==> config.mk <==
export PLATFORM = sky130hd
export DESIGN_NAME = variable_cycle_pwm_pair
export DESIGN_NICKNAME = d
export VERILOG_FILES = /design/src/common/vcpwm_pkg.sv /design/src/variable_cycle_pwm_pair.sv
export SDC_FILE = /design/constraint.sdc
export NUM_CORES = 1
export LEC_CHECK = 0
export ABC_AREA = 1
export BUFFER_PORTS_ARGS = -buffer_cell sky130_fd_sc_hd__buf_2
export CAP_MARGIN = 10
export CORE_ASPECT_RATIO = 1.2
export CORE_MARGIN = 2
export CORE_UTILIZATION = 59
export CTS_CLUSTER_DIAMETER = 200
export DETAILED_ROUTE_END_ITERATION = 16
export PLACE_DENSITY = 0.8
export SETUP_SLACK_MARGIN = 0.4
export SYNTH_ARGS = -nofsm -noshare
export SYNTH_HDL_FRONTEND = slang
export SYNTH_SLANG_ARGS = --single-unit
==> constraint.sdc <==
create_clock -name clock_i -period 2.9 [get_ports clock_i]
set_input_delay 0.29 -clock clock_i [delete_from_list [all_inputs] [get_ports clock_i]]
set_output_delay 0.29 -clock clock_i [all_outputs]
set_load 0.01 [all_outputs]
==> src/common/vcpwm_pkg.sv <==
// constants and state types for the variable-cycle pwm timer pairs
// assumes one 10 mhz clock and a 32-bit ahb-lite register bus
package vcpwm_pkg;

	localparam int unsigned NUM_PAIRS  = 2;
	localparam int unsigned ADDR_W     = 8;
	localparam int unsigned DATA_W     = 32;
	localparam int unsigned CLOCK_HZ   = 10_000_000;

	// byte offsets inside one pair, pair n sits at n * PAIR_STRIDE; the irq status and mask offsets are global, past the pairs
	localparam logic [7:0] OFF_LOWER_MODE_CTRL  = 8'h00;
	localparam logic [7:0] OFF_UPPER_MODE_CTRL  = 8'h04;
	localparam logic [7:0] OFF_LOWER_RUN_STATUS = 8'h08;
	localparam logic [7:0] OFF_UPPER_RUN_STATUS = 8'h0C;
	localparam logic [7:0] OFF_SHARED_CTRL      = 8'h10;
	localparam logic [7:0] OFF_LOW_WIDTH_VALUE  = 8'h14;
	localparam logic [7:0] OFF_PERIOD_VALUE     = 8'h18;
	localparam logic [7:0] PAIR_STRIDE          = 8'h20;
	localparam logic [7:0] OFF_IRQ_STATUS       = 8'h40;
	localparam logic [7:0] OFF_IRQ_MASK         = 8'h44;

	// field positions
	localparam int unsigned RUN_ENABLE_BIT         = 7;
	localparam int unsigned MATCH_IRQ_ENABLE_BIT   = 5;
	localparam int unsigned MATCH_FLAG_BIT         = 2;
	localparam int unsigned CASCADE_SELECT_BIT     = 4;
	localparam int unsigned LOWER_OUTPUT_LEVEL_BIT = 6;
	localparam int unsigned CLK_SEL_LSB            = 4;
	localparam int unsigned OP_SEL_LSB             = 0;

	localparam logic [7:0] RUN_STATUS_RW_MASK = 8'hC3;
	localparam logic [7:0] SHARED_RW_MASK     = 8'h3F;
	localparam logic [3:0] OP_VAR_PWM         = 4'h4;

	// reset values
	localparam logic [7:0] RST_BYTE  = 8'h00;
	localparam logic [6:0] RST_PRESC = 7'h00;
	localparam logic [3:0] RST_IRQ   = 4'h0;

	typedef struct packed {
		logic [7:0] lower_mode;
		logic [7:0] upper_mode;
		logic [7:0] lower_run;
		logic [7:0] upper_run;
		logic [7:0] shared;
		logic [7:0] low_width;
		logic [7:0] period;
		logic [7:0] lower_cnt;
		logic [7:0] upper_cnt;
		logic [7:0] lower_latch;
		logic [7:0] upper_latch;
		logic       level;
		logic       active;
	} pair_s;

	typedef struct packed {
		pair_s [NUM_PAIRS-1:0] p;
		logic [6:0]            presc;
		logic [3:0]            irq_status;
		logic [3:0]            irq_mask;
		logic                  wr_pend;
		logic [7:0]            wr_addr;
		logic [31:0]           rdata;
	} state_s;

endpackage : vcpwm_pkg

==> src/variable_cycle_pwm_pair.sv <==
// two variable-cycle pwm timer pairs with an ahb-lite register slave
// assumes a single master, zero wait states, word accesses only
`timescale 1ns/100ps
`default_nettype none

module variable_cycle_pwm_pair (
	// clock and reset
	input  wire logic                         clock_i,
	input  wire logic                         resetn_i,
	// ahb-lite slave
	input  wire logic                         hsel_i,
	input  wire logic [31:0]                  haddr_i,
	input  wire logic [1:0]                   htrans_i,
	input  wire logic                         hwrite_i,
	input  wire logic [2:0]                   hsize_i,
	input  wire logic [vcpwm_pkg::DATA_W-1:0] hwdata_i,
	input  wire logic                         hready_i,
	output logic      [vcpwm_pkg::DATA_W-1:0] hrdata_o,
	output logic                              hreadyout_o,
	output logic                              hresp_o,
	// pwm pins and interrupt
	output logic                              pair0_pwm_pin_o,
	output logic                              pair1_pwm_pin_o,
	output logic                              irq_o
);
	import vcpwm_pkg::*;

	state_s q;
	state_s d;

	logic [NUM_PAIRS-1:0] tick_w;
	logic [NUM_PAIRS-1:0] active_w;
	logic [NUM_PAIRS-1:0] start_w;
	logic [NUM_PAIRS-1:0] lower_hit_w;
	logic [NUM_PAIRS-1:0] upper_hit_w;
	logic [7:0]           lower_next_w [NUM_PAIRS];
	logic [7:0]           upper_next_w [NUM_PAIRS];
	logic [7:0]           base;
	logic [3:0]           irq_set;
	logic [3:0]           irq_clr;
	logic                 addr_phase;
	logic                 mapped;

	function automatic logic [31:0] read_reg(input state_s s, input logic [7:0] a);
		logic [7:0] v;
		logic [7:0] b;
		v = 8'h00;
		b = 8'h00;
		for (int i = 0; i < NUM_PAIRS; i++) begin
			b = 8'(i) * PAIR_STRIDE;
			if (a == b + OFF_LOWER_MODE_CTRL)
				v = s.p[i].lower_mode;
			if (a == b + OFF_UPPER_MODE_CTRL)
				v = s.p[i].upper_mode;
			if (a == b + OFF_LOWER_RUN_STATUS)
				v = {s.p[i].lower_run[7:6], s.irq_mask[2*i], 2'b00, s.irq_status[2*i], s.p[i].lower_run[1:0]};
			if (a == b + OFF_UPPER_RUN_STATUS)
				v = {s.p[i].upper_run[7:6], s.irq_mask[2*i+1], 2'b00, s.irq_status[2*i+1],
					s.p[i].upper_run[1:0]};
			if (a == b + OFF_SHARED_CTRL)
				v = {1'b0, s.p[i].level, s.p[i].shared[5:0]};
			if (a == b + OFF_LOW_WIDTH_VALUE)
				v = s.p[i].low_width;
			if (a == b + OFF_PERIOD_VALUE)
				v = s.p[i].period;
		end
		if (a == OFF_IRQ_STATUS)
			v = {4'h0, s.irq_status};
		if (a == OFF_IRQ_MASK)
			v = {4'h0, s.irq_mask};
		return {24'h00_0000, v};
	endfunction : read_reg

	// per-pair count tick and comparators
	for (genvar g = 0; g < NUM_PAIRS; g++) begin : g_pair
		logic [6:0] div_mask;
		// both counters use the lower timer's clock select, the upper one must match it
		assign div_mask = 7'((8'h01 << q.p[g].lower_mode[CLK_SEL_LSB +: 3]) - 8'h01);
		assign tick_w[g] = ((q.presc & div_mask) == div_mask);
		assign active_w[g] = (q.p[g].lower_run[RUN_ENABLE_BIT] | q.p[g].upper_run[RUN_ENABLE_BIT])
			&& (q.p[g].lower_mode[OP_SEL_LSB +: 4] == OP_VAR_PWM);
		assign start_w[g] = active_w[g] && !q.p[g].active;
		assign lower_next_w[g] = q.p[g].lower_cnt + 8'h01;
		assign upper_next_w[g] = q.p[g].upper_cnt + 8'h01;
		assign lower_hit_w[g] = active_w[g] && !start_w[g] && tick_w[g]
			&& (lower_next_w[g] == q.p[g].lower_latch);
		assign upper_hit_w[g] = active_w[g] && !start_w[g] && tick_w[g]
			&& (upper_next_w[g] == q.p[g].upper_latch);

		chk_start_low: assert property (@(posedge clock_i) disable iff (!resetn_i)
			start_w[g] |=> !q.p[g].level && q.p[g].lower_cnt == 8'h00 && q.p[g].upper_cnt == 8'h00)
			else $error("first period did not start low with cleared counters");
		chk_latch_load: assert property (@(posedge clock_i) disable iff (!resetn_i)
			start_w[g] |=> q.p[g].upper_latch == $past(q.p[g].period)
				&& q.p[g].lower_latch == $past(q.p[g].low_width))
			else $error("compare latches not loaded at start");
		chk_cascade_clear: assert property (@(posedge clock_i) disable iff (!resetn_i)
			(q.wr_pend && hwdata_i[RUN_ENABLE_BIT]
				&& q.wr_addr == 8'(g) * PAIR_STRIDE + OFF_UPPER_RUN_STATUS)
			|=> !q.p[g].shared[CASCADE_SELECT_BIT])
			else $error("run enable did not clear cascade select");
		chk_width_high: assert property (@(posedge clock_i) disable iff (!resetn_i)
			lower_hit_w[g] && !upper_hit_w[g] |=> q.p[g].level
				&& q.p[g].lower_latch == $past(q.p[g].low_width))
			else $error("width match did not drive the pin high");
		chk_period_restart: assert property (@(posedge clock_i) disable iff (!resetn_i)
			upper_hit_w[g] |=> !q.p[g].level && q.p[g].upper_cnt == 8'h00
				&& q.p[g].lower_cnt == 8'h00)
			else $error("period match did not restart low");
		chk_never_high: assert property (@(posedge clock_i) disable iff (!resetn_i)
			(active_w[g] && !start_w[g] && !q.p[g].level && q.p[g].upper_latch != 8'h00
				&& q.p[g].lower_latch > q.p[g].upper_latch) |=> !q.p[g].level)
			else $error("pin went high with width above period");
		chk_stop_freeze: assert property (@(posedge clock_i) disable iff (!resetn_i)
			!active_w[g] |=> $stable(q.p[g].level))
			else $error("output moved while stopped");
		chk_flag_set: assert property (@(posedge clock_i) disable iff (!resetn_i)
			lower_hit_w[g] |=> q.irq_status[2*g])
			else $error("width match did not set its flag");
		chk_latch_hold: assert property (@(posedge clock_i) disable iff (!resetn_i)
			(active_w[g] && !start_w[g] && !upper_hit_w[g]) |=> $stable(q.p[g].upper_latch))
			else $error("period latch changed without a match");

		cov_start: cover property (@(posedge clock_i) disable iff (!resetn_i) start_w[g]);
		cov_high_then_period: cover property (@(posedge clock_i) disable iff (!resetn_i)
			lower_hit_w[g] ##[1:300] upper_hit_w[g]);
		cov_stop_high: cover property (@(posedge clock_i) disable iff (!resetn_i)
			q.p[g].active && !active_w[g] && q.p[g].level);
	end

	assign addr_phase = hsel_i && htrans_i[1] && hready_i;
	assign mapped     = (haddr_i[31:ADDR_W] == 24'h00_0000);

	always_comb begin
		d = q;
		base = 8'h00;
		irq_set = 4'h0;
		irq_clr = 4'h0;
		d.presc = q.presc + 7'h01;

		// data phase of a write
		if (q.wr_pend) begin
			if (q.wr_addr == OFF_IRQ_STATUS)
				irq_clr = hwdata_i[3:0];
			if (q.wr_addr == OFF_IRQ_MASK)
				d.irq_mask = hwdata_i[3:0];
			for (int i = 0; i < NUM_PAIRS; i++) begin
				base = 8'(i) * PAIR_STRIDE;
				if (q.wr_addr == base + OFF_LOWER_MODE_CTRL)
					d.p[i].lower_mode = hwdata_i[7:0];
				if (q.wr_addr == base + OFF_UPPER_MODE_CTRL)
					d.p[i].upper_mode = hwdata_i[7:0];
				if (q.wr_addr == base + OFF_SHARED_CTRL)
					d.p[i].shared = hwdata_i[7:0] & SHARED_RW_MASK;
				if (q.wr_addr == base + OFF_LOW_WIDTH_VALUE)
					d.p[i].low_width = hwdata_i[7:0];
				if (q.wr_addr == base + OFF_PERIOD_VALUE)
					d.p[i].period = hwdata_i[7:0];
				if (q.wr_addr == base + OFF_LOWER_RUN_STATUS) begin
					d.p[i].lower_run = hwdata_i[7:0] & RUN_STATUS_RW_MASK;
					d.irq_mask[2*i] = hwdata_i[MATCH_IRQ_ENABLE_BIT];
					if (hwdata_i[RUN_ENABLE_BIT])
						d.p[i].shared[CASCADE_SELECT_BIT] = 1'b0;
				end
				if (q.wr_addr == base + OFF_UPPER_RUN_STATUS) begin
					d.p[i].upper_run = hwdata_i[7:0] & RUN_STATUS_RW_MASK;
					d.irq_mask[2*i+1] = hwdata_i[MATCH_IRQ_ENABLE_BIT];
					if (hwdata_i[RUN_ENABLE_BIT])
						d.p[i].shared[CASCADE_SELECT_BIT] = 1'b0;
				end
			end
		end

		// pwm engines, one per pair
		for (int i = 0; i < NUM_PAIRS; i++) begin
			d.p[i].active = active_w[i];
			// the pair's counters are both busy, so a wide cascade cannot form
			if (active_w[i])
				d.p[i].shared[CASCADE_SELECT_BIT] = 1'b0;
			if (start_w[i]) begin
				d.p[i].lower_cnt   = 8'h00;
				d.p[i].upper_cnt   = 8'h00;
				d.p[i].lower_latch = q.p[i].low_width;
				d.p[i].upper_latch = q.p[i].period;
				d.p[i].level       = 1'b0;
			end else if (upper_hit_w[i]) begin
				d.p[i].lower_cnt   = 8'h00;
				d.p[i].upper_cnt   = 8'h00;
				d.p[i].upper_latch = q.p[i].period;
				// lower latch reloads here too, else a width above the period could never be replaced
				d.p[i].lower_latch = q.p[i].low_width;
				d.p[i].level       = 1'b0;
			end else if (active_w[i] && tick_w[i]) begin
				d.p[i].lower_cnt = lower_next_w[i];
				d.p[i].upper_cnt = upper_next_w[i];
				if (lower_hit_w[i]) begin
					d.p[i].lower_latch = q.p[i].low_width;
					d.p[i].level       = 1'b1;
				end
			end
			irq_set[2*i]   = lower_hit_w[i];
			irq_set[2*i+1] = upper_hit_w[i];
		end

		// a match in the clearing cycle survives
		d.irq_status = (q.irq_status & ~irq_clr) | irq_set;

		// address phase
		d.wr_pend = addr_phase && hwrite_i && mapped;
		d.wr_addr = haddr_i[ADDR_W-1:0];
		if (addr_phase && !hwrite_i)
			d.rdata = mapped ? read_reg(d, haddr_i[ADDR_W-1:0]) : 32'h0000_0000;
	end

	always_ff @(posedge clock_i or negedge resetn_i) begin
		if (!resetn_i) begin
			for (int i = 0; i < NUM_PAIRS; i++) begin
				q.p[i] <= '{RST_BYTE, RST_BYTE, RST_BYTE, RST_BYTE, RST_BYTE, RST_BYTE, RST_BYTE,
					RST_BYTE, RST_BYTE, RST_BYTE, RST_BYTE, 1'b0, 1'b0};
			end
			q.presc      <= RST_PRESC;
			q.irq_status <= RST_IRQ;
			q.irq_mask   <= RST_IRQ;
			q.wr_pend    <= 1'b0;
			q.wr_addr    <= RST_BYTE;
			q.rdata      <= 32'h0000_0000;
		end else begin
			q <= d;
		end
	end

	// zero wait states, only okay answers
	assign hreadyout_o     = 1'b1;
	assign hresp_o         = 1'b0;
	assign hrdata_o        = q.rdata;
	assign pair0_pwm_pin_o = q.p[0].level;
	assign pair1_pwm_pin_o = q.p[1].level;
	assign irq_o           = |(q.irq_status & q.irq_mask);

endmodule : variable_cycle_pwm_pair

`default_nettype wire

# ---- After elaboration in Yosys (flattened, before gate mapping)
# Cells that the tools add are included.
dict set report word_totals {
  regBits 216
  in_bits 74
  output_inout_bits 37
  elab_cells 190
}
dict set report op_classes {
  addsub 7
  n_eq_ne 38
  n_shift 2
  mux 67
  n_bitwise 8
  n_reduce_logical 36
}
# op n
set op_table {}
lappend op_table {{$mux 8} 33}
lappend op_table {{$eq 8x6->1 const B} 14}
lappend op_table {{$mux 56} 2}
lappend op_table {{$mux 24} 4}
lappend op_table {{$mux 33} 2}
lappend op_table {{$eq 8x5->1 const B} 6}
lappend op_table {{$add 8x1->8 const B} 4}
lappend op_table {{$eq 8x4->1 const B} 4}
lappend op_table {{$eq 8x7->1 const B} 4}
lappend op_table {{$eq 8x8->1} 4}
lappend op_table {{$logic_not 24->1} 1}
lappend op_table {{$mux 1} 20}
lappend op_table {{$logic_and 1x1->1} 19}
lappend op_table {{$eq 8x3->1 const B} 2}
lappend op_table {{$logic_not 8->1} 2}
lappend op_table {{$mux 4} 4}
lappend op_table {{$and 7x7->7} 2}
lappend op_table {{$eq 7x7->1} 2}
lappend op_table {{$shl 1x3->7 const A} 2}
lappend op_table {{$sub 7x1->7 const B} 2}
lappend op_table {{$mux 6} 2}
lappend op_table {{$reduce_bool 3->1} 4}
lappend op_table {{$and 4x4->4} 2}
lappend op_table {{$eq 4x3->1 const B} 2}
lappend op_table {{8 further kinds} 15}

# ---- Logic depth before layout (Yosys ltp)
dict set report depth {
  depth_word 24
  depth_mapped 23
  depth_no_buf 23
}

# ---- Worst setup path after synthesis
# OpenSTA, ideal clock, no wires.
dict set report synth_path {
  kind {flip-flop to flip-flop}
  startpoint {register q[164] (netlist name)}
  endpoint {register q[157] (netlist name)}
  setup_time_ns 0.125
  arrival_ns 2.017
  required_ns 2.775
  setup_slack_ns 0.758
  path_stages_with_launch 13
  n_path_buf 1
  synth_period_minus_slack_ns 2.142
  path_cell_list {dfrtp_1 ha_1 or2_2 nand3_1 a21oi_1 o221ai_1 a21oi_1 nand4_2 nand2_2 clkinv_2 nand2_4 buf_6 mux2_4}
}
dict set report synth_between {
  elab_chain_len 5
  word_cells_on_any_way 8
  cone_classes {add/sub: 1; eq/ne: 1; mux: 2; reduce/logical: 4}
}
# item line
set synth_rtl {}
lappend synth_rtl {{start, declared} variable_cycle_pwm_pair.sv:28} ;# state_s q;
lappend synth_rtl {{$add 8x1->8 (*)} variable_cycle_pwm_pair.sv:84} ;# assign upper_next_w[g] = q.p[g].upper_cnt + 8'h01;
lappend synth_rtl {{$eq 8x8->1 (*)} variable_cycle_pwm_pair.sv:88} ;# && (upper_next_w[g] == q.p[g].upper_latch);
lappend synth_rtl {{$logic_and 1x1->1 (*)} variable_cycle_pwm_pair.sv:88}
lappend synth_rtl {{$reduce_bool 3->1 (no source line) or $mux 24 (tied branches)} -}
lappend synth_rtl {{$reduce_and 2->1 (no source line) or $mux 33 (tied branches)} -}
# Every way passes the cells marked *; elsewhere a longest branch is shown, timed or not.
# A chain may end at the register's enable or synchronous reset.

==> metrics.md <==
| Metric | Value |
|---|---|
| Net Sw Power | 1.23 mW |
| CTS buffer count | 17 |
| Area Overhead vs Synth | 18.7% |
| Setup-failing EPs final | 0 |
| Mean Syn Cell Area | 7.81 um2 |
| Measured slew at the worst slew-check pin | 0.909 ns |
| Post-synth top area share | 47.1% |
| Clock latency at the later pin of the worst-skew pair | 0.43 ns |
| RD Place Congestion | 1.02 |
| Setup crit end kind | flop |
| Leak | 5.74 nW |
| Yosys cell types | 54 |
| Comb power frac | 4.4% |
| Detailed Route WL | 28500 um |
| # port buffers | 56 |
| Die width | 124 um |
| Max Root-Sink Buffers | 2 |
| First-pass iteration count of the detailed router | 6 |
| GRT overflow | 0 |
| Worst slew margin | 39.4% |
| Core Util, Final | 71.6% |
| Share of cells above drive strength 1 | 18.8% |
| Post-synth EDFFs | 0 |
| Clock transition at path regs | 0.07 ns |
| Vias in the first global route | 8721 |
| H-tree lvl count | 4 |
| Row cnt | 52 |
| Synthesized area | 10200 um2 |
| Sequential area share after synthesis | 47.1% |
| Flip-flop and latch area | 4810 um2 |
| DRC errors left | 0 |
| R2R setup slack | 0.27 ns |
| Detail Route Antenna Nets | 0 |
| Layout Nets | 1501 |
| Synth top cells by count | nand2_1 (327), dfrtp_1 (192), inv_1 (160), nor2_1 (134), o21ai_0 (95) |
| Core ar. | 16900 um2 |
| Yosys Warn Count | 0 |
| Period utilisation layout | 90.8% |
| Fillers | 1204 |
| DIE HEIGHT | 148 um |
| DR vias/cell | 5.72 |
| Cell count after synthesis | 1307 |
| ANT cells | 0 |
| Startpoint types | flop |
| Worst EP arrival | 3.00 ns |
| First-pass GRT wire length | 43200 um |
| Critical Path Slowest Stage Cell | dfrtp_1 |
| Die ar. | 18400 um2 |
| Min cycle time layout | 2.63 ns |
| Starting DRT DRC Count | 934 |
| Clock network power share | 46.4% |
| CTS tree | built |
| Cell Int Power | 4.24 mW |
| Unrepaired setup endpoints after global routing | yes |
| Multi-input logic area | 4790 um2 |
| Max Clk Rate | 380 MHz |
| Via Count | 9433 |
| CP required | 3.27 ns |
| PD cells | 452 nW/um2 |
| Max-cap violations | 0 |
| Root Buffer | clkbuf_16 |
| Initial Utilization | 60.4% |
| Ys async rst share | 100% |
| Number of synthesized register bits | 192 |
| Final hold viol count | 1 |
| Routed WL per cell | 17.3 um |
| Worst clock skew | 0.00617 ns |
| Initial antenna violation count | 0 |
| Fin. max-slew vios | 0 |
| Sequential Power Share | 49.2% |
| Worst Path Class, Setup | flop to flop |
| Area contributors post-synth | dfrtp_1 (47%), nand2_1 (12%), inv_1 (5.9%) |
| Largest stage delay, worst path | 0.40 ns |
| Total global-route track usage | 30.5% |
| Post-DP HPWL | 18300 um |
| Post-route setup TNS | 0 ns |
| Largest fanout on the critical path | 9 |
| Cell mode on critical path | nand2_1 |
| Sw Share | 22.5% |
| Final WS setup | 0.268 ns |
| Chain of cells forming the critical path | nor2_4, nand2_2, nor2_4, nand2_4, nor2_4, buf_4, nor2_1, a21oi_1, nand2_1, nand3b_1, nor2_1, nand3_1, o21ai_1, nand2_1, nand2_1, nand3_1, nand2_1, nand2_1 |
| Area leader, netlist | dfrtp_1 |
| Hold Slack | -0.00132 ns |
| Largest net degree at the start of global routing | 112 |
| Setup WS pre-CTS | 0.236 ns |
| Top-count cell post-synth | nand2_1 |
| Boundary pin count | 111 |
| Max VDD drop | 0.000432 V |
| Min-Delay Path Class | input pin to asynchronous set/reset pin |
| Failing checks | negative hold slack |
| Most used DFF post-synth | dfrtp_1 |
| Outcome | complete, but fails checks |
| Clock sinks | 192 |
-- power groups by stage --
stage               Combinational, mW  Clock (mW)  Sequential (mW)
floorplan                      0.0986           0             2.74
global placement                0.203           0             2.74
detailed placement              0.205           0             2.74
CTS                             0.217        2.54             2.69
global route                    0.264        2.67             2.69
finish                          0.240        2.54             2.69
-- flip-flops by register name, summed over array words and instances, names as in the netlist --
name,cells
pair1_pwm_pin_o,1
pair0_pwm_pin_o,1
hrdata_o,8
q,182
-- final cells by class --
class	count	share of cell area, %
clock buffers	19	3.74
clock inverters	12	1.51
inverters	167	5.23
multi-input cells	908	39.5
flip-flops and latches	192	39.7
well taps	216	2.23
repair buffers	136	8.06
-- layout by cell type (no fill, tap or decap), types with 4 or more instances in the layout --
cell type      count
dfrtp_2            6
nor4_1             6
nor2_4            14
o21ai_0           80
buf_2             55
o21ai_1           18
o21ai_2            4
buf_6              6
buf_12             4
nor2_1           126
xnor2_1            4
clkbuf_16         17
conb_1            26
nand2_2            6
inv_1            159
nand4_1           16
nand2_1          322
nor2_2            11
nor3_2             5
o211ai_1           6
nand3_2            8
or2_2              9
nor3_1             9
bufinv_16          4
o21a_1             5
buf_4             64
a21oi_1           79
nand3_1           68
xor2_1            25
dfrtp_1          186
a21oi_2            6
dlygate4sd3_1      6
-- routing by layer --
metal	track usage, %	vias up	share of wire (%)
met5	0	-	0
met4	15.5	0	5.1
met3	5.21	108	6.8
met2	49.0	455	50
met1	39.6	4494	38
li1	-	4376	-
-- cell families (layout without fill, tap and decap cells) --
logic type,after synthesis,after routing,synth area share [%]
simple gates,618,619,26.8
buf+inv,232,334,10.2
compound gates,222,222,11.9
flops,192,192,47.1
xor+xnor,31,31,2.73
fa+ha+maj,5,5,0.613
mux,5,5,0.625
other cells,2,26,0.0735
-- path summary, 6_finish.rpt --
path,startpoint,to,cells past startpoint
worst max-delay path,q[33],hrdata_o[1],18
worst min-delay path,resetn_i,q[140],1
worst max register to register,q[33],hrdata_o[1],18
worst min register to register,q[55],q[55],1
max in group asynchronous,resetn_i,q[164],2
min in group clock_i,haddr_i[3],q[35],1
-- through the flow --
stage / cell area (um2) / cells / power, mW
after floorplan: 10300 / 1331 / 2.84
after global placement: 10600 / 1563 / 2.95
after detailed placement: 10600 / 1563 / 2.95
after CTS: 11500 / 1616 / 5.45
after global routing: 12100 / 1650 / 5.62
final: 12100 / 1650 / 5.47
-- critical path, delay by kind of cell, from the launching register on --
kind,cells,cell delay (ns)
simple gates,15,1.68
flops,1,0.40
compound gates,2,0.32
buf+inv,1,0.18
-- what timing repair did --
item	4_1_cts	5_1_grt
hold buffers	6	0
gates cloned	0	1
setup buffers	16	33
setup endpoints to repair	16	20
endpoints found under the hold margin	6	0
resized for setup	19	81
pin swaps	8	36
Power figures use the tool's default switching activity.
